[src/sfcr_defs.vh]
`ifndef SFCR_DEFS_VH
`define SFCR_DEFS_VH
// opcodes
`define SFCR_OP_READ_MAX 8'h1b
`define SFCR_OP_READ_STD 8'h0b
`define SFCR_OP_READ_LOW 8'h03
`define SFCR_OP_READ_DUAL 8'h3b
`define SFCR_OP_ERASE_4K 8'h20
`define SFCR_OP_ERASE_32K 8'h52
`define SFCR_OP_ERASE_64K 8'hd8
`define SFCR_OP_CHIP_ERASE_A 8'h60
`define SFCR_OP_CHIP_ERASE_B 8'hc7
`define SFCR_OP_PROG 8'h02
`define SFCR_OP_PROG_DUAL 8'ha2
`define SFCR_OP_SUSPEND 8'hb0
`define SFCR_OP_RESUME 8'hd0
`define SFCR_OP_WR_EN 8'h06
`define SFCR_OP_WR_DIS 8'h04
`define SFCR_OP_PROTECT 8'h36
`define SFCR_OP_UNPROTECT 8'h39
`define SFCR_OP_RD_PROT 8'h3c
`define SFCR_OP_LOCKDOWN 8'h33
`define SFCR_OP_FREEZE 8'h34
`define SFCR_OP_RD_LOCK 8'h35
`define SFCR_OP_OTP_PROG 8'h9b
`define SFCR_OP_OTP_READ 8'h77
`define SFCR_OP_RD_STATUS 8'h05
`define SFCR_OP_WR_STATUS1 8'h01
`define SFCR_OP_WR_STATUS2 8'h31
`define SFCR_OP_SW_RESET 8'hf0
`define SFCR_OP_READ_ID 8'h9f
`define SFCR_OP_PWR_DOWN 8'hb9
`define SFCR_OP_PWR_UP 8'hab
// address layout
`define SFCR_ADDR_BYTES 2'd3
`define SFCR_ARRAY_AW 20
`define SFCR_ARRAY_LAST 20'hfffff
// read clock limits, MHz
`define SFCR_LOW_SPEED_READ_CLOCK_LIMIT 40
`define SFCR_STD_READ_CLOCK_LIMIT 85
`define SFCR_MAX_READ_CLOCK_LIMIT 100
`endif

[src/sfcr_decode.v]
`timescale 1ns/1ps
`include "sfcr_defs.vh"
// opcode table: supported flag, address/dummy counts and read class
module sfcr_decode (
  input wire [7:0] opcode,
  output reg valid,
  output reg has_addr,
  output reg [1:0] dummy_bytes,
  output reg is_array_read,
  output reg is_dual_read
);
  always @* begin
    valid = 1'b1;
    has_addr = 1'b0;
    dummy_bytes = 2'd0;
    is_array_read = 1'b0;
    is_dual_read = 1'b0;
    case (opcode)
      `SFCR_OP_READ_MAX: begin
        has_addr = 1'b1;
        dummy_bytes = 2'd2;
        is_array_read = 1'b1;
      end
      `SFCR_OP_READ_STD: begin
        has_addr = 1'b1;
        dummy_bytes = 2'd1;
        is_array_read = 1'b1;
      end
      `SFCR_OP_READ_LOW: begin
        has_addr = 1'b1;
        is_array_read = 1'b1;
      end
      `SFCR_OP_READ_DUAL: begin
        has_addr = 1'b1;
        dummy_bytes = 2'd1;
        is_array_read = 1'b1;
        is_dual_read = 1'b1;
      end
      `SFCR_OP_PROG, `SFCR_OP_PROG_DUAL: has_addr = 1'b1;
      `SFCR_OP_ERASE_4K, `SFCR_OP_ERASE_32K, `SFCR_OP_ERASE_64K: has_addr = 1'b1;
      `SFCR_OP_CHIP_ERASE_A, `SFCR_OP_CHIP_ERASE_B, `SFCR_OP_SUSPEND, `SFCR_OP_RESUME: has_addr = 1'b0;
      `SFCR_OP_WR_EN, `SFCR_OP_WR_DIS: has_addr = 1'b0;
      `SFCR_OP_PROTECT, `SFCR_OP_UNPROTECT, `SFCR_OP_RD_PROT: has_addr = 1'b1;
      `SFCR_OP_RD_STATUS, `SFCR_OP_WR_STATUS1, `SFCR_OP_WR_STATUS2: has_addr = 1'b0;
      `SFCR_OP_LOCKDOWN, `SFCR_OP_FREEZE, `SFCR_OP_RD_LOCK: has_addr = 1'b1;
      `SFCR_OP_OTP_PROG: has_addr = 1'b1;
      `SFCR_OP_OTP_READ: begin
        has_addr = 1'b1;
        dummy_bytes = 2'd2;
      end
      `SFCR_OP_READ_ID, `SFCR_OP_SW_RESET: has_addr = 1'b0;
      `SFCR_OP_PWR_DOWN, `SFCR_OP_PWR_UP: has_addr = 1'b0;
      default: valid = 1'b0;
    endcase
  end
endmodule // sfcr_decode

[src/sfcr_cmd_read.v]
`timescale 1ns/1ps
`include "sfcr_defs.vh"
// Notes on behaviour
// - chip select low, then one opcode byte
// - every byte travels msb first
// - chip select high ends the frame
// - unknown opcode ignored until next frame
// - early chip select rise performs nothing
// - three address bytes, top four ignored
// - opcode 1bh needs two dummy bytes
// - opcode 0bh needs one dummy byte
// - opcode 03h has no dummy, slow clock
// - data streams out, address auto-increments
// - wrap from last byte to zero seamlessly
// - chip select high tristates outputs immediately
// - program 02h and a2h take address
// - erase, suspend and resume decoded
// - write enable and protection decoded
// - status read and writes decoded
// - lockdown commands take address and data
// - otp program takes address, otp read adds two dummies
// - id read and software reset decoded
// - power-down enter and exit decoded
// - dual read 3bh needs one dummy
// - dual read drives two bits per clock
// - sample rising edge, drive falling edge
module sfcr_cmd_read #(
  parameter AW = `SFCR_ARRAY_AW
) (
  input wire ref_clk,
  input wire arst_n,
  input wire sck,
  input wire cs_n,
  input wire si_in,
  input wire so_in,
  output reg so_out_q,
  output reg so_oe_q,
  output reg second_dual_data_line_out_q,
  output reg second_dual_data_line_oe_q,
  output reg [7:0] opcode_q,
  output reg cmd_valid_q,
  output reg [AW-1:0] addr_q,
  output reg [7:0] rx_byte_q,
  output reg rx_byte_stb_q,
  output reg frame_end_stb_q,
  output reg frame_complete_q,
  output reg mem_req_q,
  output reg [AW-1:0] mem_addr_q,
  input wire [7:0] mem_rdata
);

  ////////////////////////////////////////////////////////////////////////
  // frame phases
  localparam ST_IDLE = 3'd0;
  localparam ST_OPCODE = 3'd1;
  localparam ST_ADDR = 3'd2;
  localparam ST_DUMMY = 3'd3;
  localparam ST_DATA = 3'd4;
  localparam ST_IGNORE = 3'd5;

  // phase register, edge history and byte framing
  reg [2:0] state_q;
  reg [2:0] state_d;
  reg sck_q;
  reg cs_n_q;
  reg [2:0] bit_cnt_q;
  reg [1:0] byte_cnt_q;
  reg [7:0] shift_q;
  reg [1:0] dummy_left_q;
  reg dual_q;
  reg array_rd_q;
  reg [7:0] tx_q;
  reg [AW-1:0] rd_addr_q;
  reg [23:0] addr_shift_q;
  // dual-input program receive path
  reg dual_in_q;
  reg [1:0] din_cnt_q;
  reg [7:0] din_shift_q;
  reg [7:0] din_byte_q;
  reg din_stb_q;

  // combinational helpers
  wire sck_rise;
  wire sck_fall;
  wire [7:0] shift_next;
  wire byte_done;
  wire dec_valid;
  wire dec_has_addr;
  wire [1:0] dec_dummy;
  wire dec_array;
  wire dec_dual;
  wire [AW-1:0] addr_next;
  wire [7:0] din_next;

  // sck and cs are taken as synchronous to ref_clk; edges from one-cycle history
  assign sck_rise = sck & ~sck_q & ~cs_n;
  assign sck_fall = ~sck & sck_q & ~cs_n;
  assign shift_next = {shift_q[6:0], si_in};
  assign byte_done = sck_rise & (bit_cnt_q == 3'd7);
  // natural overflow gives the wrap from last location to zero
  // the counter spans the array exactly, so no compare is needed
  assign addr_next = rd_addr_q + {{(AW-1){1'b0}}, 1'b1};
  // dual input: so_in carries the upper bit of each pair
  assign din_next = {din_shift_q[5:0], so_in, si_in};

  // decode the byte as it completes, so the next phase starts on time
  sfcr_decode u_decode (
    .opcode(shift_next),
    .valid(dec_valid),
    .has_addr(dec_has_addr),
    .dummy_bytes(dec_dummy),
    .is_array_read(dec_array),
    .is_dual_read(dec_dual)
  );

  ////////////////////////////////////////////////////////////////////////
  // phase sequencing
  always @* begin
    state_d = state_q;
    case (state_q)
      ST_IDLE: begin
        if (!cs_n) begin
          state_d = ST_OPCODE;
        end
      end
      ST_OPCODE: begin
        if (byte_done) begin
          if (!dec_valid) begin
            state_d = ST_IGNORE;
          end else if (dec_has_addr) begin
            state_d = ST_ADDR;
          end else begin
            state_d = ST_DATA;
          end
        end
      end
      ST_ADDR: begin
        // the dummy count was latched together with the opcode
        if (byte_done && byte_cnt_q == `SFCR_ADDR_BYTES - 2'd1) begin
          state_d = (dummy_left_q != 2'd0) ? ST_DUMMY : ST_DATA;
        end
      end
      ST_DUMMY: begin
        if (byte_done && dummy_left_q == 2'd1) begin
          state_d = ST_DATA;
        end
      end
      ST_DATA: state_d = ST_DATA;
      // unknown opcode: sit out the frame, only cs high leaves
      ST_IGNORE: state_d = ST_IGNORE;
      default: state_d = ST_IDLE;
    endcase
    // chip select high aborts any phase, even mid-byte
    if (cs_n) begin
      state_d = ST_IDLE;
    end
  end

  ////////////////////////////////////////////////////////////////////////
  // input shifting, counters and command capture
  always @(posedge ref_clk or negedge arst_n) begin
    if (!arst_n) begin
      state_q <= ST_IDLE;
      sck_q <= 1'b0;
      cs_n_q <= 1'b1;
      bit_cnt_q <= 3'd0;
      byte_cnt_q <= 2'd0;
      shift_q <= 8'h00;
      dummy_left_q <= 2'd0;
      dual_q <= 1'b0;
      array_rd_q <= 1'b0;
      opcode_q <= 8'h00;
      cmd_valid_q <= 1'b0;
      addr_q <= {AW{1'b0}};
      addr_shift_q <= 24'h000000;
      rx_byte_q <= 8'h00;
      rx_byte_stb_q <= 1'b0;
      frame_end_stb_q <= 1'b0;
      frame_complete_q <= 1'b0;
    end else begin
      state_q <= state_d;
      sck_q <= sck;
      cs_n_q <= cs_n;
      rx_byte_stb_q <= 1'b0;
      frame_end_stb_q <= 1'b0;
      // rising cs edge ends the frame; flag whether command info was complete
      // later blocks act on this flag, so it must not depend on a full byte
      if (cs_n && !cs_n_q) begin
        frame_end_stb_q <= 1'b1;
        frame_complete_q <= cmd_valid_q && (state_q == ST_DATA);
      end
      if (state_d == ST_IDLE) begin
        bit_cnt_q <= 3'd0;
        byte_cnt_q <= 2'd0;
        dual_q <= 1'b0;
        array_rd_q <= 1'b0;
        if (!cs_n_q || cs_n) begin
          cmd_valid_q <= cmd_valid_q & ~cs_n;
        end
      end else if (sck_rise && state_q != ST_IGNORE) begin
        bit_cnt_q <= bit_cnt_q + 3'd1;
        shift_q <= shift_next;
        if (bit_cnt_q == 3'd7) begin
          case (state_q)
            ST_OPCODE: begin
              opcode_q <= shift_next;
              cmd_valid_q <= dec_valid & ~dec_has_addr;
              dummy_left_q <= dec_dummy;
              dual_q <= dec_dual;
              array_rd_q <= dec_array;
            end
            ST_ADDR: begin
              addr_shift_q <= {addr_shift_q[15:0], shift_next};
              byte_cnt_q <= byte_cnt_q + 2'd1;
              if (byte_cnt_q == `SFCR_ADDR_BYTES - 2'd1) begin
                // upper four address bits dropped
                addr_q <= {addr_shift_q[AW-9:0], shift_next};
                cmd_valid_q <= 1'b1;
              end
            end
            ST_DUMMY: dummy_left_q <= dummy_left_q - 2'd1;
            ST_DATA: begin
              // dual-input bytes come through the separate receive path
              if (!dual_in_q) begin
                rx_byte_q <= shift_next;
                rx_byte_stb_q <= 1'b1;
              end
            end
            default: dummy_left_q <= dummy_left_q;
          endcase
        end
      end
      // finished dual-input byte handed over a cycle late; the single
      // line path stays quiet for that opcode, so the two never clash
      if (din_stb_q) begin
        rx_byte_q <= din_byte_q;
        rx_byte_stb_q <= 1'b1;
      end
    end
  end

  ////////////////////////////////////////////////////////////////////////
  // dual-input program data: two bits per rising sck, upper bit on so_in
  // own counter keeps the four-rise byte apart from the eight-rise
  // single-line framing, at the cost of one extra cycle of latency
  always @(posedge ref_clk or negedge arst_n) begin
    if (!arst_n) begin
      dual_in_q <= 1'b0;
      din_cnt_q <= 2'd0;
      din_shift_q <= 8'h00;
      din_byte_q <= 8'h00;
      din_stb_q <= 1'b0;
    end else begin
      din_stb_q <= 1'b0;
      if (state_d == ST_IDLE) begin
        // pair count and dual flag clear with the frame, so a cut frame leaves no half byte
        dual_in_q <= 1'b0;
        din_cnt_q <= 2'd0;
      end else if (state_q == ST_OPCODE && byte_done) begin
        dual_in_q <= (shift_next == `SFCR_OP_PROG_DUAL);
        din_cnt_q <= 2'd0;
      end else if (state_q == ST_DATA && dual_in_q && sck_rise) begin
        din_shift_q <= din_next;
        din_cnt_q <= din_cnt_q + 2'd1;
        if (din_cnt_q == 2'd3) begin
          din_byte_q <= din_next;
          din_stb_q <= 1'b1;
        end
      end
    end
  end

  ////////////////////////////////////////////////////////////////////////
  // array read stream: fetch on entry, prefetch next byte during transmit
  always @(posedge ref_clk or negedge arst_n) begin
    if (!arst_n) begin
      so_out_q <= 1'b0;
      so_oe_q <= 1'b0;
      second_dual_data_line_out_q <= 1'b0;
      second_dual_data_line_oe_q <= 1'b0;
      mem_req_q <= 1'b0;
      mem_addr_q <= {AW{1'b0}};
      rd_addr_q <= {AW{1'b0}};
      tx_q <= 8'h00;
    end else begin
      mem_req_q <= 1'b0;
      if (cs_n) begin
        // drop drivers the cycle cs rises, no full byte needed
        so_oe_q <= 1'b0;
        second_dual_data_line_oe_q <= 1'b0;
        // park data low so a stale bit never leaks into the next frame
        so_out_q <= 1'b0;
        second_dual_data_line_out_q <= 1'b0;
      end else if (state_q != ST_DATA && state_d == ST_DATA && array_rd_q) begin
        // first fetch on entry; with no dummies the address is still in the shifter
        rd_addr_q <= (state_q == ST_ADDR) ? {addr_shift_q[AW-9:0], shift_next} : addr_q;
        mem_addr_q <= (state_q == ST_ADDR) ? {addr_shift_q[AW-9:0], shift_next} : addr_q;
        mem_req_q <= 1'b1;
      end else if (state_q == ST_DATA && array_rd_q && sck_fall) begin
        // mem_rdata presumed valid one ref_clk after mem_req_q, well before the first fall
        // the array side must hold its word until the next request
        if (dual_q) begin
          // two bits per sck fall, msb on so
          // a new byte starts every fourth fall, so prefetch runs twice as often
          if (bit_cnt_q[1:0] == 2'd0) begin
            so_out_q <= mem_rdata[7];
            second_dual_data_line_out_q <= mem_rdata[6];
            tx_q <= {mem_rdata[5:0], 2'b00};
            rd_addr_q <= addr_next;
            mem_addr_q <= addr_next;
            mem_req_q <= 1'b1;
          end else begin
            so_out_q <= tx_q[7];
            second_dual_data_line_out_q <= tx_q[6];
            tx_q <= {tx_q[5:0], 2'b00};
          end
          so_oe_q <= 1'b1;
          second_dual_data_line_oe_q <= 1'b1;
        end else begin
          if (bit_cnt_q == 3'd0) begin
            so_out_q <= mem_rdata[7];
            tx_q <= {mem_rdata[6:0], 1'b0};
            rd_addr_q <= addr_next;
            mem_addr_q <= addr_next;
            mem_req_q <= 1'b1;
          end else begin
            so_out_q <= tx_q[7];
            tx_q <= {tx_q[6:0], 1'b0};
          end
          so_oe_q <= 1'b1;
        end
      end
    end
  end

endmodule // sfcr_cmd_read

[config.mk]
export PLATFORM = sky130hd
export DESIGN_NAME = sfcr_cmd_read
export DESIGN_NICKNAME = d
export VERILOG_FILES = /design/src/sfcr_decode.v /design/src/sfcr_cmd_read.v
export VERILOG_INCLUDE_DIRS = /design/src
export SDC_FILE = /design/constraint.sdc
export NUM_CORES = 1
export LEC_CHECK = 0
export BUFFER_PORTS_ARGS = -buffer_cell sky130_fd_sc_hd__buf_2
export CAP_MARGIN = 5
export CELL_PAD_IN_SITES_DETAIL_PLACEMENT = 0
export CELL_PAD_IN_SITES_GLOBAL_PLACEMENT = 2
export CORE_UTILIZATION = 34
export DETAILED_ROUTE_END_ITERATION = 10
export PLACE_DENSITY = 0.8
export SYNTH_ARGS = -nofsm -noshare
export SYNTH_HDL_FRONTEND = slang
export SYNTH_SLANG_ARGS = --single-unit
[constraint.sdc]
create_clock -name ref_clk -period 2.35 [get_ports ref_clk]
set_input_delay 0 -clock ref_clk [delete_from_list [all_inputs] [get_ports ref_clk]]
set_output_delay 0 -clock ref_clk [all_outputs]
set_load 0.03 [all_outputs]
==> impl_metrics.xml, run 1 <==
<?xml version="1.0" encoding="UTF-8"?>
<metrics>
  <group name="worst_hold_path">
    <metric name="min_path_cells" unit="">4</metric>
    <metric name="hold_start" unit="">mem_rdata[2]</metric>
    <metric name="worstHoldEndpoint" unit="">tx_q[3]$_DFFE_PN0P_</metric>
    <metric name="hold_path.class" unit="">primary input to register</metric>
  </group>
  <group name="setup_path">
    <metric name="reg2reg_slack" unit="ns">-0.03</metric>
    <metric name="critical_path_peak_fanout" unit="">13</metric>
    <metric name="regToRegStartpoint" unit="">shift_q[1]$_DFFE_PN0P_</metric>
    <metric name="worstSetupStartpointType" unit="">register</metric>
    <metric name="critical_path.endpoint_type" unit="">register</metric>
    <metric name="cp_data_arrival_time" unit="ns">2.67</metric>
    <metric name="worst_endpoint_required_time" unit="ns">2.64</metric>
    <metric name="r2r-end" unit="">rd_addr_q[11]$_DFFE_PN0P_</metric>
    <metric name="reg2reg_depth" unit="">9</metric>
    <metric name="critPathKind" unit="">register to register</metric>
  </group>
  <group name="place">
    <metric name="place.gp.congestion" unit="">0.828</metric>
    <metric name="pre_cts_ws" unit="ns">-0.0393</metric>
    <metric name="port_buffers" unit="">78</metric>
    <metric name="placed_wire_length_estimate_after_detailed_placement" unit="um">10600</metric>
  </group>
  <group name="timing">
    <metric name="setup_ws" unit="ns">-0.0265</metric>
    <metric name="rsz0062_at_grt" unit="">yes</metric>
    <metric name="timing.final.crit_period" unit="ns">2.38</metric>
    <metric name="maxClockFrequency" unit="GHz">0.421</metric>
    <metric name="report.final.setup_viol" unit="">2</metric>
    <metric name="slew_at_the_pin_closest_to_its_max_slew_limit" unit="ns">0.716</metric>
    <metric name="holdWs" unit="ns">0.0176</metric>
    <metric name="headroom_to_the_max_slew_limit" unit="%">52.3</metric>
    <metric name="hold_viol_final" unit="">0</metric>
    <metric name="final_min_period_over_clock_period" unit="%">101</metric>
    <metric name="timing.final.max_slew_violations" unit="">0</metric>
    <metric name="timing.clock.skew" unit="ns">0.00753</metric>
  </group>
  <group name="drt">
    <metric name="drt_iter0_markers" unit="">230</metric>
    <metric name="viasPerCell" unit="">5.05</metric>
    <metric name="drt-total-wl" unit="um">15500</metric>
    <metric name="drc_errors" unit="">0</metric>
    <metric name="via_count" unit="">4869</metric>
    <metric name="firstDrtPassIters" unit="">6</metric>
    <metric name="route.antenna.remaining_nets" unit="">0</metric>
    <metric name="post_drt_wl_per_cell" unit="um">16.1</metric>
  </group>
  <group name="final_layout">
    <metric name="postLayoutCoreUtil" unit="%">44.5</metric>
    <metric name="area_growth" unit="%">27.6</metric>
    <metric name="n_antenna_cell" unit="">0</metric>
    <metric name="drive_above_1_share" unit="%">32.1</metric>
    <metric name="finish.net_count" unit="">745</metric>
  </group>
  <group name="synth">
    <metric name="synth.avg_cell_area" unit="um2">10.5</metric>
    <metric name="largest_family_of_logic_cells_by_synthesized_area" unit="">simple AND/OR/NAND/NOR gates</metric>
    <metric name="yosysSeqAreaShare" unit="%">49.0</metric>
    <metric name="area_leader_netlist" unit="">dfrtp_1</metric>
    <metric name="synthMuxAreaShare" unit="%">17.3</metric>
    <metric name="yosys_warnings" unit="">0</metric>
    <metric name="postSynthNetCount" unit="">623</metric>
    <metric name="synthesized_area_fraction_occupied_by_ao_oa_aoi_and_oai_cells" unit="%">7.34</metric>
    <metric name="post_synth_xor_area_fraction" unit="%">3.20</metric>
    <metric name="synth.ff_latch_count" unit="">123</metric>
    <metric name="share_of_async_settable_or_async_resettable_flops_after_synthesis" unit="%">100</metric>
    <metric name="yosys.area_share.simple" unit="%">17.7</metric>
    <metric name="synth-main-ff-cell" unit="">dfrtp_1</metric>
    <metric name="synthDominantCellAreaShare" unit="%">48.6</metric>
    <metric name="post_synth_fa_ha_maj_area_fraction" unit="%">1.59</metric>
    <metric name="mappedNetlistArea" unit="mm2">0.00629</metric>
    <metric name="netlist_cell_types" unit="">57</metric>
    <metric name="synth_area_leaders" unit="">dfrtp_1, mux2i_1, mux2_2</metric>
    <metric name="synth_enable_flop_cells" unit="">0</metric>
    <metric name="syn-instance-count" unit="">601</metric>
  </group>
  <group name="die">
    <metric name="die-height" unit="um">138</metric>
    <metric name="num_rows" unit="">49</metric>
    <metric name="floorplan.io_pins" unit="">79</metric>
    <metric name="initial_util" unit="%">34.9</metric>
    <metric name="dieArea" unit="mm2">0.0190</metric>
    <metric name="design.core.area" unit="mm2">0.0180</metric>
    <metric name="dieWidth" unit="um">138</metric>
  </group>
  <group name="cts">
    <metric name="htree_levels" unit="">4</metric>
    <metric name="clock_tree_from_tritoncts" unit="">built</metric>
    <metric name="cts-root-buf" unit="">clkbuf_16</metric>
    <metric name="worstSkewPairLatency" unit="ns">0.42</metric>
    <metric name="clkTransAtPathRegs" unit="ns">0.06</metric>
    <metric name="clock_sink_count" unit="">123</metric>
    <metric name="clk_path_buf_depth" unit="">2</metric>
    <metric name="number_of_buffers_added_by_the_clock_tree_synthesis_step" unit="">17</metric>
  </group>
  <group name="power_and_ir_drop">
    <metric name="cellLeakagePower" unit="nW">3.95</metric>
    <metric name="cellPowerDensity" unit="mW/mm2">723</metric>
    <metric name="vdd_drop_max" unit="mV">0.507</metric>
  </group>
  <group name="grt">
    <metric name="grt_max_degree" unit="">124</metric>
    <metric name="grt_overflow_total" unit="">0</metric>
    <metric name="grt_pass1_wl" unit="um">25300</metric>
    <metric name="all_layer_global_routing_usage" unit="%">17.6</metric>
    <metric name="grt_pass1_vias" unit="">4801</metric>
    <metric name="antenna_found_initial" unit="">0</metric>
  </group>
  <group name="flow_run">
    <metric name="timing.max_cap.violations" unit="">0</metric>
  </group>
  <group name="run_status">
    <metric name="failed_checks" unit="">negative setup slack</metric>
    <metric name="status" unit="">complete, but fails checks</metric>
  </group>
</metrics>
repair_timing:
item | in CTS | in global routing
pin swaps | 2 | 5
gates resized for setup | 5 | 7
cloned | 1 | 1
endpoints found under the setup margin | 20 | 22
hold buffers | 8 | 0
endpoints found under the hold margin | 131 | 0
setup buffers | 2 | 3
flip-flops by register name, indices dropped and copies added, names as in the netlist, 2 cells and up:
signal and flops:
state_q 3, opcode_q 8, bit_cnt_q 3, dummy_left_q 2
addr_shift_q 12, rd_addr_q 20, tx_q 7, shift_q 7
din_byte_q 8, addr_q 20, din_cnt_q 2, rx_byte_q 8
byte_cnt_q 2, din_shift_q 6
cells by family after synthesis:
family | after synthesis
AND/OR/NAND/NOR | 211
flip-flops | 123
multiplexers | 103
AO/OA/AOI/OAI | 76
buffers and inverters | 57
XOR/XNOR | 23
adder cells (fa/ha/maj) | 8
worst max path at each step:
stage,from,end,slack [ns],cells after the start
floorplan,state_q[0]$_DFF_PN0_,rd_addr_q[14]$_DFFE_PN0P_,-0.10,9
detailed placement,shift_q[4]$_DFFE_PN0P_,rd_addr_q[17]$_DFFE_PN0P_,-0.04,8
global placement,shift_q[4]$_DFFE_PN0P_,rd_addr_q[17]$_DFFE_PN0P_,0.01,9
CTS,shift_q[1]$_DFFE_PN0P_,rd_addr_q[11]$_DFFE_PN0P_,0.03,9
global route,shift_q[4]$_DFFE_PN0P_,rd_addr_q[2]$_DFFE_PN0P_,-0.13,9
finish,shift_q[1]$_DFFE_PN0P_,rd_addr_q[11]$_DFFE_PN0P_,-0.03,9
worst max-delay path, cell delays in order (launching register included):
cell and delay, ns:
dfrtp_1 0.38, buf_6 0.15, or2_1 0.25, or4_1 0.50, nand4_1 0.08, a21oi_1 0.07, nand3_1 0.19, nand4bb_4 0.24
buf_12 0.22, mux2i_2 0.14
per-stage QoR:
stage	setup TNS [ns]	std cells	area [um2]	power, mW
floorplan	-0.725	601	6290	2.70
global placement	0	918	7190	3.05
detailed placement	-0.358	918	7190	3.06
CTS	0	961	7950	5.83
global route	-1.98	965	8020	6.06
finish	-0.0513	965	8020	5.80
metal layers:
layer	routed length [um]	share of wire [%]	global-route usage, %
met1	7380	48	24.0
met2	7260	47	27.4
met3	683	4.4	4.31
met4	189	1.2	5.31
met5	0	0	0
report_power, final:
| group | switching (mW) | internal, mW |
|---|---|---|
| Combinational | 0.474 | 0.376 |
| Clock | 1.00 | 1.73 |
| Sequential | 0.0520 | 2.16 |
cells in the mapped netlist, drive strengths merged (4+ instances only):
master  instances
dfrtp         122
nand2          87
mux2i          56
mux2           47
o21ai          35
nor2           33
clkbuf         29
a21oi          18
inv            16
nand3          16
xnor2          15
buf            10
nand4          10
nor3            9
ha              8
xor2            8
and2            6
nor2b           6
nand2b          5
nand3b          5
nand4b          5
and3            4
nor3b           4
nor4bb          4
cell usage in the layout, fill, tap and decap left out, drive strengths merged, types with 3 or more instances in the layout:
cell,count
a21oi,18
and2,6
and3,4
buf,133
bufinv,3
clkbuf,20
clkinv,7
dfrtp,122
dlygate4sd3,8
ha,8
inv,19
mux2,47
mux2i,56
nand2,87
nand2b,5
nand3,16
nand3b,5
nand4,10
nand4b,5
nand4bb,3
nor2,33
nor2b,6
nor3,9
nor3b,4
nor4bb,4
o2111ai,3
o211ai,3
o21ai,35
or2,3
or3,3
or4,3
xnor2,15
xor2,8
final cells by class:
class | count | area (um2)
inverters | 18 | 67.6
multi-input cells | 421 | 3000
clock inverters | 13 | 164
well taps | 229 | 287
repair buffers | 142 | 963
fillers | 1749 | 10000
clock buffers | 19 | 453
flip-flops and latches | 123 | 3080
Power figures use the tool's default switching activity.
==> run 2, diff against run 1 <==
--- a/config.mk
+++ b/config.mk
@@ -10,6 +10,7 @@
 export CAP_MARGIN = 5
 export CELL_PAD_IN_SITES_DETAIL_PLACEMENT = 0
 export CELL_PAD_IN_SITES_GLOBAL_PLACEMENT = 2
+export CORE_ASPECT_RATIO = 1.1
 export CORE_UTILIZATION = 34
 export DETAILED_ROUTE_END_ITERATION = 10
 export PLACE_DENSITY = 0.8
==> impl_metrics.xml, run 2 (same netlist as run 1, synthesis figures left out) <==
<?xml version="1.0" encoding="UTF-8"?>
<metrics>
  <group name="timing">
    <metric name="tns" unit="ns">-0.178</metric>
    <metric name="rsz0062_at_grt" unit="">yes</metric>
    <metric name="hold_viol_final" unit="">0</metric>
    <metric name="slew_at_the_pin_closest_to_its_max_slew_limit" unit="ns">0.640</metric>
    <metric name="setup_ws" unit="ns">-0.0245</metric>
    <metric name="timing.clock.skew" unit="ns">0.00961</metric>
    <metric name="timing.final.crit_period" unit="ns">2.37</metric>
    <metric name="headroom_to_the_max_slew_limit" unit="%">56.2</metric>
    <metric name="report.final.setup_viol" unit="">14</metric>
    <metric name="holdWs" unit="ns">0.0315</metric>
    <metric name="final_min_period_over_clock_period" unit="%">101</metric>
    <metric name="timing.final.max_slew_violations" unit="">0</metric>
    <metric name="maxClockFrequency" unit="GHz">0.421</metric>
  </group>
  <group name="setup_path">
    <metric name="cpMostUsedCell" unit="">o311a_1</metric>
    <metric name="critical-path-slowest-cell" unit="">or4b_1</metric>
    <metric name="worst_endpoint_required_time" unit="ns">2.68</metric>
    <metric name="critPathKind" unit="">register to register</metric>
    <metric name="crit_start" unit="">shift_q[4]$_DFFE_PN0P_</metric>
    <metric name="endpoint" unit="">rd_addr_q[1]$_DFFE_PN0P_</metric>
    <metric name="reg2reg_depth" unit="">8</metric>
    <metric name="crit_path_max_incr_delay" unit="ns">0.52</metric>
    <metric name="worstSetupStartpointType" unit="">register</metric>
    <metric name="critical_path_peak_fanout" unit="">6</metric>
    <metric name="r2r-end" unit="">rd_addr_q[1]$_DFFE_PN0P_</metric>
    <metric name="critical_path.endpoint_type" unit="">register</metric>
    <metric name="regToRegStartpoint" unit="">shift_q[4]$_DFFE_PN0P_</metric>
    <metric name="critical_path.cell_chain" unit="">or4b_1 &gt; a211o_1 &gt; o311a_1 &gt; o311a_1 &gt; a21oi_2 &gt; nand4bb_4 &gt; buf_12 &gt; mux2i_2</metric>
    <metric name="cp_data_arrival_time" unit="ns">2.71</metric>
    <metric name="reg2reg_slack" unit="ns">-0.02</metric>
  </group>
  <group name="final_layout">
    <metric name="finish.net_count" unit="">747</metric>
    <metric name="layout_commonest_cell" unit="">dfrtp_1</metric>
    <metric name="postLayoutCoreUtil" unit="%">45.0</metric>
    <metric name="layout.cells.non_filler" unit="">976</metric>
    <metric name="area_growth" unit="%">28.4</metric>
    <metric name="n_antenna_cell" unit="">0</metric>
    <metric name="fillers" unit="">1724</metric>
    <metric name="final_area" unit="mm2">0.00807</metric>
    <metric name="drive_above_1_share" unit="%">32.4</metric>
    <metric name="largestRegisters" unit="">addr_q (20), rd_addr_q (20), addr_shift_q (12)</metric>
    <metric name="highest_count_cells_in_the_layout_ignoring_fill_and_taps" unit="">dfrtp_1, nand2_1, buf_2, mux2i_1, buf_4</metric>
  </group>
  <group name="die">
    <metric name="dieWidth" unit="um">132</metric>
    <metric name="dieArea" unit="mm2">0.0190</metric>
    <metric name="design.core.area" unit="mm2">0.0179</metric>
    <metric name="floorplan.io_pins" unit="">79</metric>
    <metric name="die-height" unit="um">145</metric>
    <metric name="num_rows" unit="">51</metric>
    <metric name="initial_util" unit="%">35.1</metric>
  </group>
  <group name="worst_hold_path">
    <metric name="hold_path.class" unit="">primary input to asynchronous set/reset pin</metric>
  </group>
  <group name="drt">
    <metric name="via_count" unit="">4814</metric>
    <metric name="firstDrtPassIters" unit="">4</metric>
    <metric name="drc_errors" unit="">0</metric>
    <metric name="drt-total-wl" unit="um">15400</metric>
    <metric name="route.antenna.remaining_nets" unit="">0</metric>
    <metric name="drt_iter0_markers" unit="">218</metric>
    <metric name="viasPerCell" unit="">4.93</metric>
    <metric name="post_drt_wl_per_cell" unit="um">15.8</metric>
  </group>
  <group name="grt">
    <metric name="grt_pass1_wl" unit="um">25600</metric>
    <metric name="grt_pass1_vias" unit="">4938</metric>
    <metric name="antenna_found_initial" unit="">0</metric>
    <metric name="all_layer_global_routing_usage" unit="%">17.4</metric>
    <metric name="grt_max_degree" unit="">49</metric>
    <metric name="grt_overflow_total" unit="">0</metric>
  </group>
  <group name="run_status">
    <metric name="failed_checks" unit="">negative setup slack</metric>
    <metric name="status" unit="">complete, but fails checks</metric>
  </group>
  <group name="cts">
    <metric name="cts-root-buf" unit="">clkbuf_16</metric>
    <metric name="clock_tree_from_tritoncts" unit="">built</metric>
    <metric name="worstSkewPairLatency" unit="ns">0.42</metric>
    <metric name="number_of_buffers_added_by_the_clock_tree_synthesis_step" unit="">17</metric>
    <metric name="htree_levels" unit="">4</metric>
    <metric name="clkTransAtPathRegs" unit="ns">0.06</metric>
    <metric name="clock_sink_count" unit="">123</metric>
    <metric name="clk_path_buf_depth" unit="">2</metric>
  </group>
  <group name="place">
    <metric name="port_buffers" unit="">78</metric>
    <metric name="placed_instance_count" unit="">930</metric>
    <metric name="place.gp.congestion" unit="">0.800</metric>
    <metric name="placed_wire_length_estimate_after_detailed_placement" unit="um">11000</metric>
    <metric name="place_area" unit="mm2">0.00722</metric>
  </group>
  <group name="flow_run">
    <metric name="timing.max_cap.violations" unit="">0</metric>
  </group>
  <group name="power_and_ir_drop">
    <metric name="cellPowerDensity" unit="mW/mm2">719</metric>
    <metric name="vdd_drop_max" unit="mV">0.457</metric>
    <metric name="cellLeakagePower" unit="nW">3.96</metric>
  </group>
</metrics>
run 2: how the worst min path moves through the flow:
stage	startpoint	depth (start not counted)	slack, ns	endpoint
after floorplan	arst_n	0	-0.30	addr_q[0]$_DFFE_PN0P_
after global placement	arst_n	1	-0.07	addr_shift_q[6]$_DFFE_PN0P_
after detailed placement	arst_n	1	-0.07	addr_shift_q[3]$_DFFE_PN0P_
after CTS	mem_rdata[3]	4	0.01	tx_q[4]$_DFFE_PN0P_
after global routing	arst_n	2	0.05	addr_q[17]$_DFFE_PN0P_
final	arst_n	2	0.03	rd_addr_q[13]$_DFFE_PN0P_
run 2: worst max-delay path, delay by kind of cell, from the launching register on:
kind / cells / cell delay [ns]
mux: 1 / 0.21
simple gates: 2 / 0.75
compound gates: 4 / 0.76
flops: 1 / 0.41
buf+inv: 1 / 0.16
run 2: where the power goes:
part	leakage [nW]	switching (mW)	internal [mW]
registers	1.69	0.0509	2.16
logic	1.97	0.470	0.381
clock network	0.296	0.967	1.78
total	3.96	1.49	4.32
run 2: through the flow:
step	setup slack, ns	total power, mW
6_report	-0.0245	5.81
5_1_grt	-0.153	6.06
4_1_cts	-0.0228	5.87
3_5_place_dp	-0.0558	3.06
3_3_place_gp	0.0214	3.06
2_1_floorplan	-0.101	2.70
run 2: routing by layer:
layer,track usage (%),up-vias,part of all wire (%)
met1,22.7,2356,48
met4,7.28,0,1.6
li1,-,2347,-
met5,0,-,0
met2,27.8,92,47
met3,3.86,19,3.4
run 2: area by class of cell:
class	count	area, um2	area share, %
Multi-Input combinational cell	421	3030	37.5
Tap cell	238	298	3.69
Clock inverter	14	196	2.43
Timing Repair Buffer	144	977	12.1
Inverter	18	67.6	0.837
Clock buffer	18	429	5.32
Sequential cell	123	3080	38.1
run 2: repair_timing:
action / 4_1_cts / 5_1_grt
endpoints found under the hold margin: 134 / 0
hold buffers: 9 / 0
endpoints found under the setup margin: 20 / 23
pin swaps: 0 / 1
gates cloned: 1 / 1
resized for setup: 4 / 11
setup buffers: 0 / 3
==> run 3, diff against run 2 <==
--- a/config.mk
+++ b/config.mk
@@ -14,6 +14,8 @@
 export CORE_UTILIZATION = 34
 export DETAILED_ROUTE_END_ITERATION = 10
 export PLACE_DENSITY = 0.8
+export SETUP_SLACK_MARGIN = 0.2
 export SYNTH_ARGS = -nofsm -noshare
 export SYNTH_HDL_FRONTEND = slang
 export SYNTH_SLANG_ARGS = --single-unit
+export TNS_END_PERCENT = 50
==> impl_metrics.xml, run 3 (same netlist as run 1, synthesis figures left out) <==
<?xml version="1.0" encoding="UTF-8"?>
<metrics>
  <group name="run_status">
    <metric name="status" unit="">complete, no violations</metric>
  </group>
  <group name="power_and_ir_drop">
    <metric name="cellPowerDensity" unit="mW/mm2">725</metric>
    <metric name="p_int" unit="mW">4.36</metric>
    <metric name="pwr-share-clk" unit="%">48.1</metric>
    <metric name="vdd_drop_max" unit="mV">0.495</metric>
    <metric name="seq_power_share" unit="%">38.1</metric>
    <metric name="total_switching_power" unit="mW">1.46</metric>
    <metric name="swShare" unit="%">25.1</metric>
    <metric name="cellLeakagePower" unit="nW">3.95</metric>
    <metric name="combPwrFrac" unit="%">13.8</metric>
  </group>
  <group name="cts">
    <metric name="htree_levels" unit="">4</metric>
    <metric name="worstSkewPairLatency" unit="ns">0.42</metric>
    <metric name="cts-root-buf" unit="">clkbuf_16</metric>
    <metric name="clk_path_buf_depth" unit="">2</metric>
    <metric name="number_of_buffers_added_by_the_clock_tree_synthesis_step" unit="">17</metric>
    <metric name="clkTransAtPathRegs" unit="ns">0.06</metric>
    <metric name="clock_sink_count" unit="">123</metric>
    <metric name="clock_tree_from_tritoncts" unit="">built</metric>
  </group>
  <group name="grt">
    <metric name="grt_pass1_vias" unit="">4939</metric>
    <metric name="all_layer_global_routing_usage" unit="%">17.0</metric>
    <metric name="grt_util_met1" unit="%">22.2</metric>
    <metric name="gr-usage-met3" unit="%">4.00</metric>
    <metric name="grt_pass1_wl" unit="um">25200</metric>
    <metric name="grt_use_met2" unit="%">27.6</metric>
    <metric name="antenna_found_initial" unit="">0</metric>
    <metric name="grt_max_degree" unit="">46</metric>
    <metric name="grt_busiest_layer" unit="">met2</metric>
    <metric name="grt_overflow_total" unit="">0</metric>
  </group>
  <group name="timing">
    <metric name="rsz0062_at_grt" unit="">yes</metric>
    <metric name="timing.final.crit_period" unit="ns">2.34</metric>
    <metric name="report.final.setup_viol" unit="">0</metric>
    <metric name="timing.clock.skew" unit="ns">0.0110</metric>
    <metric name="hold_viol_final" unit="">0</metric>
    <metric name="maxClockFrequency" unit="GHz">0.427</metric>
    <metric name="timing.final.max_slew_violations" unit="">0</metric>
    <metric name="slew_at_the_pin_closest_to_its_max_slew_limit" unit="ns">0.644</metric>
    <metric name="tns" unit="ns">0</metric>
    <metric name="headroom_to_the_max_slew_limit" unit="%">57.1</metric>
    <metric name="setup_ws" unit="ns">0.0107</metric>
    <metric name="final_min_period_over_clock_period" unit="%">99.5</metric>
  </group>
  <group name="final_layout">
    <metric name="seq_area" unit="mm2">0.00308</metric>
    <metric name="n_antenna_cell" unit="">0</metric>
    <metric name="postLayoutCoreUtil" unit="%">44.8</metric>
    <metric name="area_growth" unit="%">27.9</metric>
    <metric name="layout_commonest_cell" unit="">dfrtp_1</metric>
    <metric name="drive_above_1_share" unit="%">32.1</metric>
    <metric name="finish.net_count" unit="">740</metric>
    <metric name="layout.cells.non_filler" unit="">968</metric>
    <metric name="fillers" unit="">1709</metric>
    <metric name="final_area" unit="mm2">0.00804</metric>
    <metric name="largestRegisters" unit="">addr_q (20), rd_addr_q (20), addr_shift_q (12)</metric>
    <metric name="highest_count_cells_in_the_layout_ignoring_fill_and_taps" unit="">dfrtp_1, nand2_1, buf_2, mux2i_1, mux2_2</metric>
    <metric name="multi_input_comb_area" unit="mm2">0.00302</metric>
  </group>
  <group name="place">
    <metric name="port_buffers" unit="">78</metric>
    <metric name="placed_wire_length_estimate_after_detailed_placement" unit="um">10800</metric>
    <metric name="pre_cts_ws" unit="ns">-0.0291</metric>
    <metric name="place.gp.congestion" unit="">0.796</metric>
    <metric name="place_area" unit="mm2">0.00717</metric>
    <metric name="placed_instance_count" unit="">921</metric>
  </group>
  <group name="drt">
    <metric name="post_drt_wl_per_cell" unit="um">15.8</metric>
    <metric name="drt_iter0_markers" unit="">334</metric>
    <metric name="firstDrtPassIters" unit="">5</metric>
    <metric name="viasPerCell" unit="">4.94</metric>
    <metric name="drt-total-wl" unit="um">15300</metric>
    <metric name="route.antenna.remaining_nets" unit="">0</metric>
    <metric name="drc_errors" unit="">0</metric>
    <metric name="via_count" unit="">4782</metric>
  </group>
  <group name="setup_path">
    <metric name="critical_path_peak_fanout" unit="">5</metric>
    <metric name="crit_start" unit="">shift_q[4]$_DFFE_PN0P_</metric>
    <metric name="worstSetupStartpointType" unit="">register</metric>
    <metric name="regToRegStartpoint" unit="">shift_q[4]$_DFFE_PN0P_</metric>
    <metric name="critPathKind" unit="">register to register</metric>
    <metric name="worst_endpoint_required_time" unit="ns">2.68</metric>
    <metric name="critical_path.endpoint_type" unit="">register</metric>
    <metric name="cp_data_arrival_time" unit="ns">2.67</metric>
  </group>
  <group name="worst_hold_path">
    <metric name="hold_path.class" unit="">primary input to register</metric>
    <metric name="hold_start" unit="">mem_rdata[3]</metric>
  </group>
  <group name="flow_run">
    <metric name="timing.max_cap.violations" unit="">0</metric>
  </group>
  <group name="die">
    <metric name="floorplan.io_pins" unit="">79</metric>
    <metric name="num_rows" unit="">51</metric>
    <metric name="design.core.area" unit="mm2">0.0179</metric>
    <metric name="die-height" unit="um">145</metric>
    <metric name="dieArea" unit="mm2">0.0190</metric>
    <metric name="dieWidth" unit="um">132</metric>
    <metric name="initial_util" unit="%">35.1</metric>
  </group>
</metrics>
[run 3: cell types whose count changed in the layout (fill, tap and decap cells not counted), moves of 2 or more]
| cell | before | now |
|---|---|---|
| dfrtp_2 | 0 | 2 |
| buf_4 | 53 | 45 |
| nor2_2 | 7 | 9 |
| clkbuf_8 | 0 | 3 |
| mux2i_1 | 54 | 56 |
| dfrtp_1 | 122 | 120 |
| mux2i_2 | 2 | 0 |
| clkinv_4 | 4 | 2 |
[run 3: critical path, cell delays in order (launching register included)]
cell and delay [ns]:
dfrtp_1 0.40, or4b_1 0.50, a211o_1 0.30, o311a_1 0.14, o311a_1 0.16, a21oi_2 0.16
nand4bb_4 0.23, clkbuf_16 0.19, mux2i_1 0.18
[run 3: area by class of cell]
type,instances,share of cell area [%]
multi-input cells,421,37.6
clock inverters,11,2.09
well taps,238,3.70
repair buffers,137,11.7
clock buffers,20,5.81
inverters,18,0.840
flip-flops and latches,123,38.3
[run 3: final timing paths]
kind | slack (ns) | cells past startpoint | to
worst max-delay path | 0.01 | 8 | rd_addr_q[3]$_DFFE_PN0P_
worst min-delay path | 0.02 | 4 | tx_q[4]$_DFFE_PN0P_
worst max register to register | 0.01 | 8 | rd_addr_q[3]$_DFFE_PN0P_
worst min register to register | 0.47 | 2 | tx_q[1]$_DFFE_PN0P_
max in group asynchronous | 1.47 | 3 | rx_byte_q[2]$_DFFE_PN0P_
min in group asynchronous | 0.14 | 2 | opcode_q[6]$_DFFE_PN0P_
[run 3: metrics by stage]
step / hold slack (ns) / total power, mW
final: 0.0185 / 5.82
after CTS: 0.00428 / 5.86
after detailed placement: 0.0695 / 3.00
after global placement: 0.0588 / 3.00
after global routing: 0.0340 / 6.08
after floorplan: -0.296 / 2.70
[run 3: layer usage]
metal	wire, um	part of all wire (%)
met4	144	0.94
met2	7370	48
met5	0	0
met1	7230	47
met3	523	3.4
[run 3: repair_timing]
item | in CTS | in global routing
setup buffers | 1 | 5
hold endpoints to repair | 53 | 0
hold buffers | 8 | 0
cloned | 1 | 1
endpoints found under the setup margin | 24 | 24
pin swaps | 1 | 4
gates resized for setup | 5 | 11
[run 3: power by group through the flow]
stage,sequential [mW],clock [mW],combinational (mW)
floorplan,2.23,0,0.476
global placement,2.25,0,0.745
detailed placement,2.25,0,0.752
CTS,2.22,2.86,0.774
global route,2.23,2.97,0.885
finish,2.22,2.80,0.805
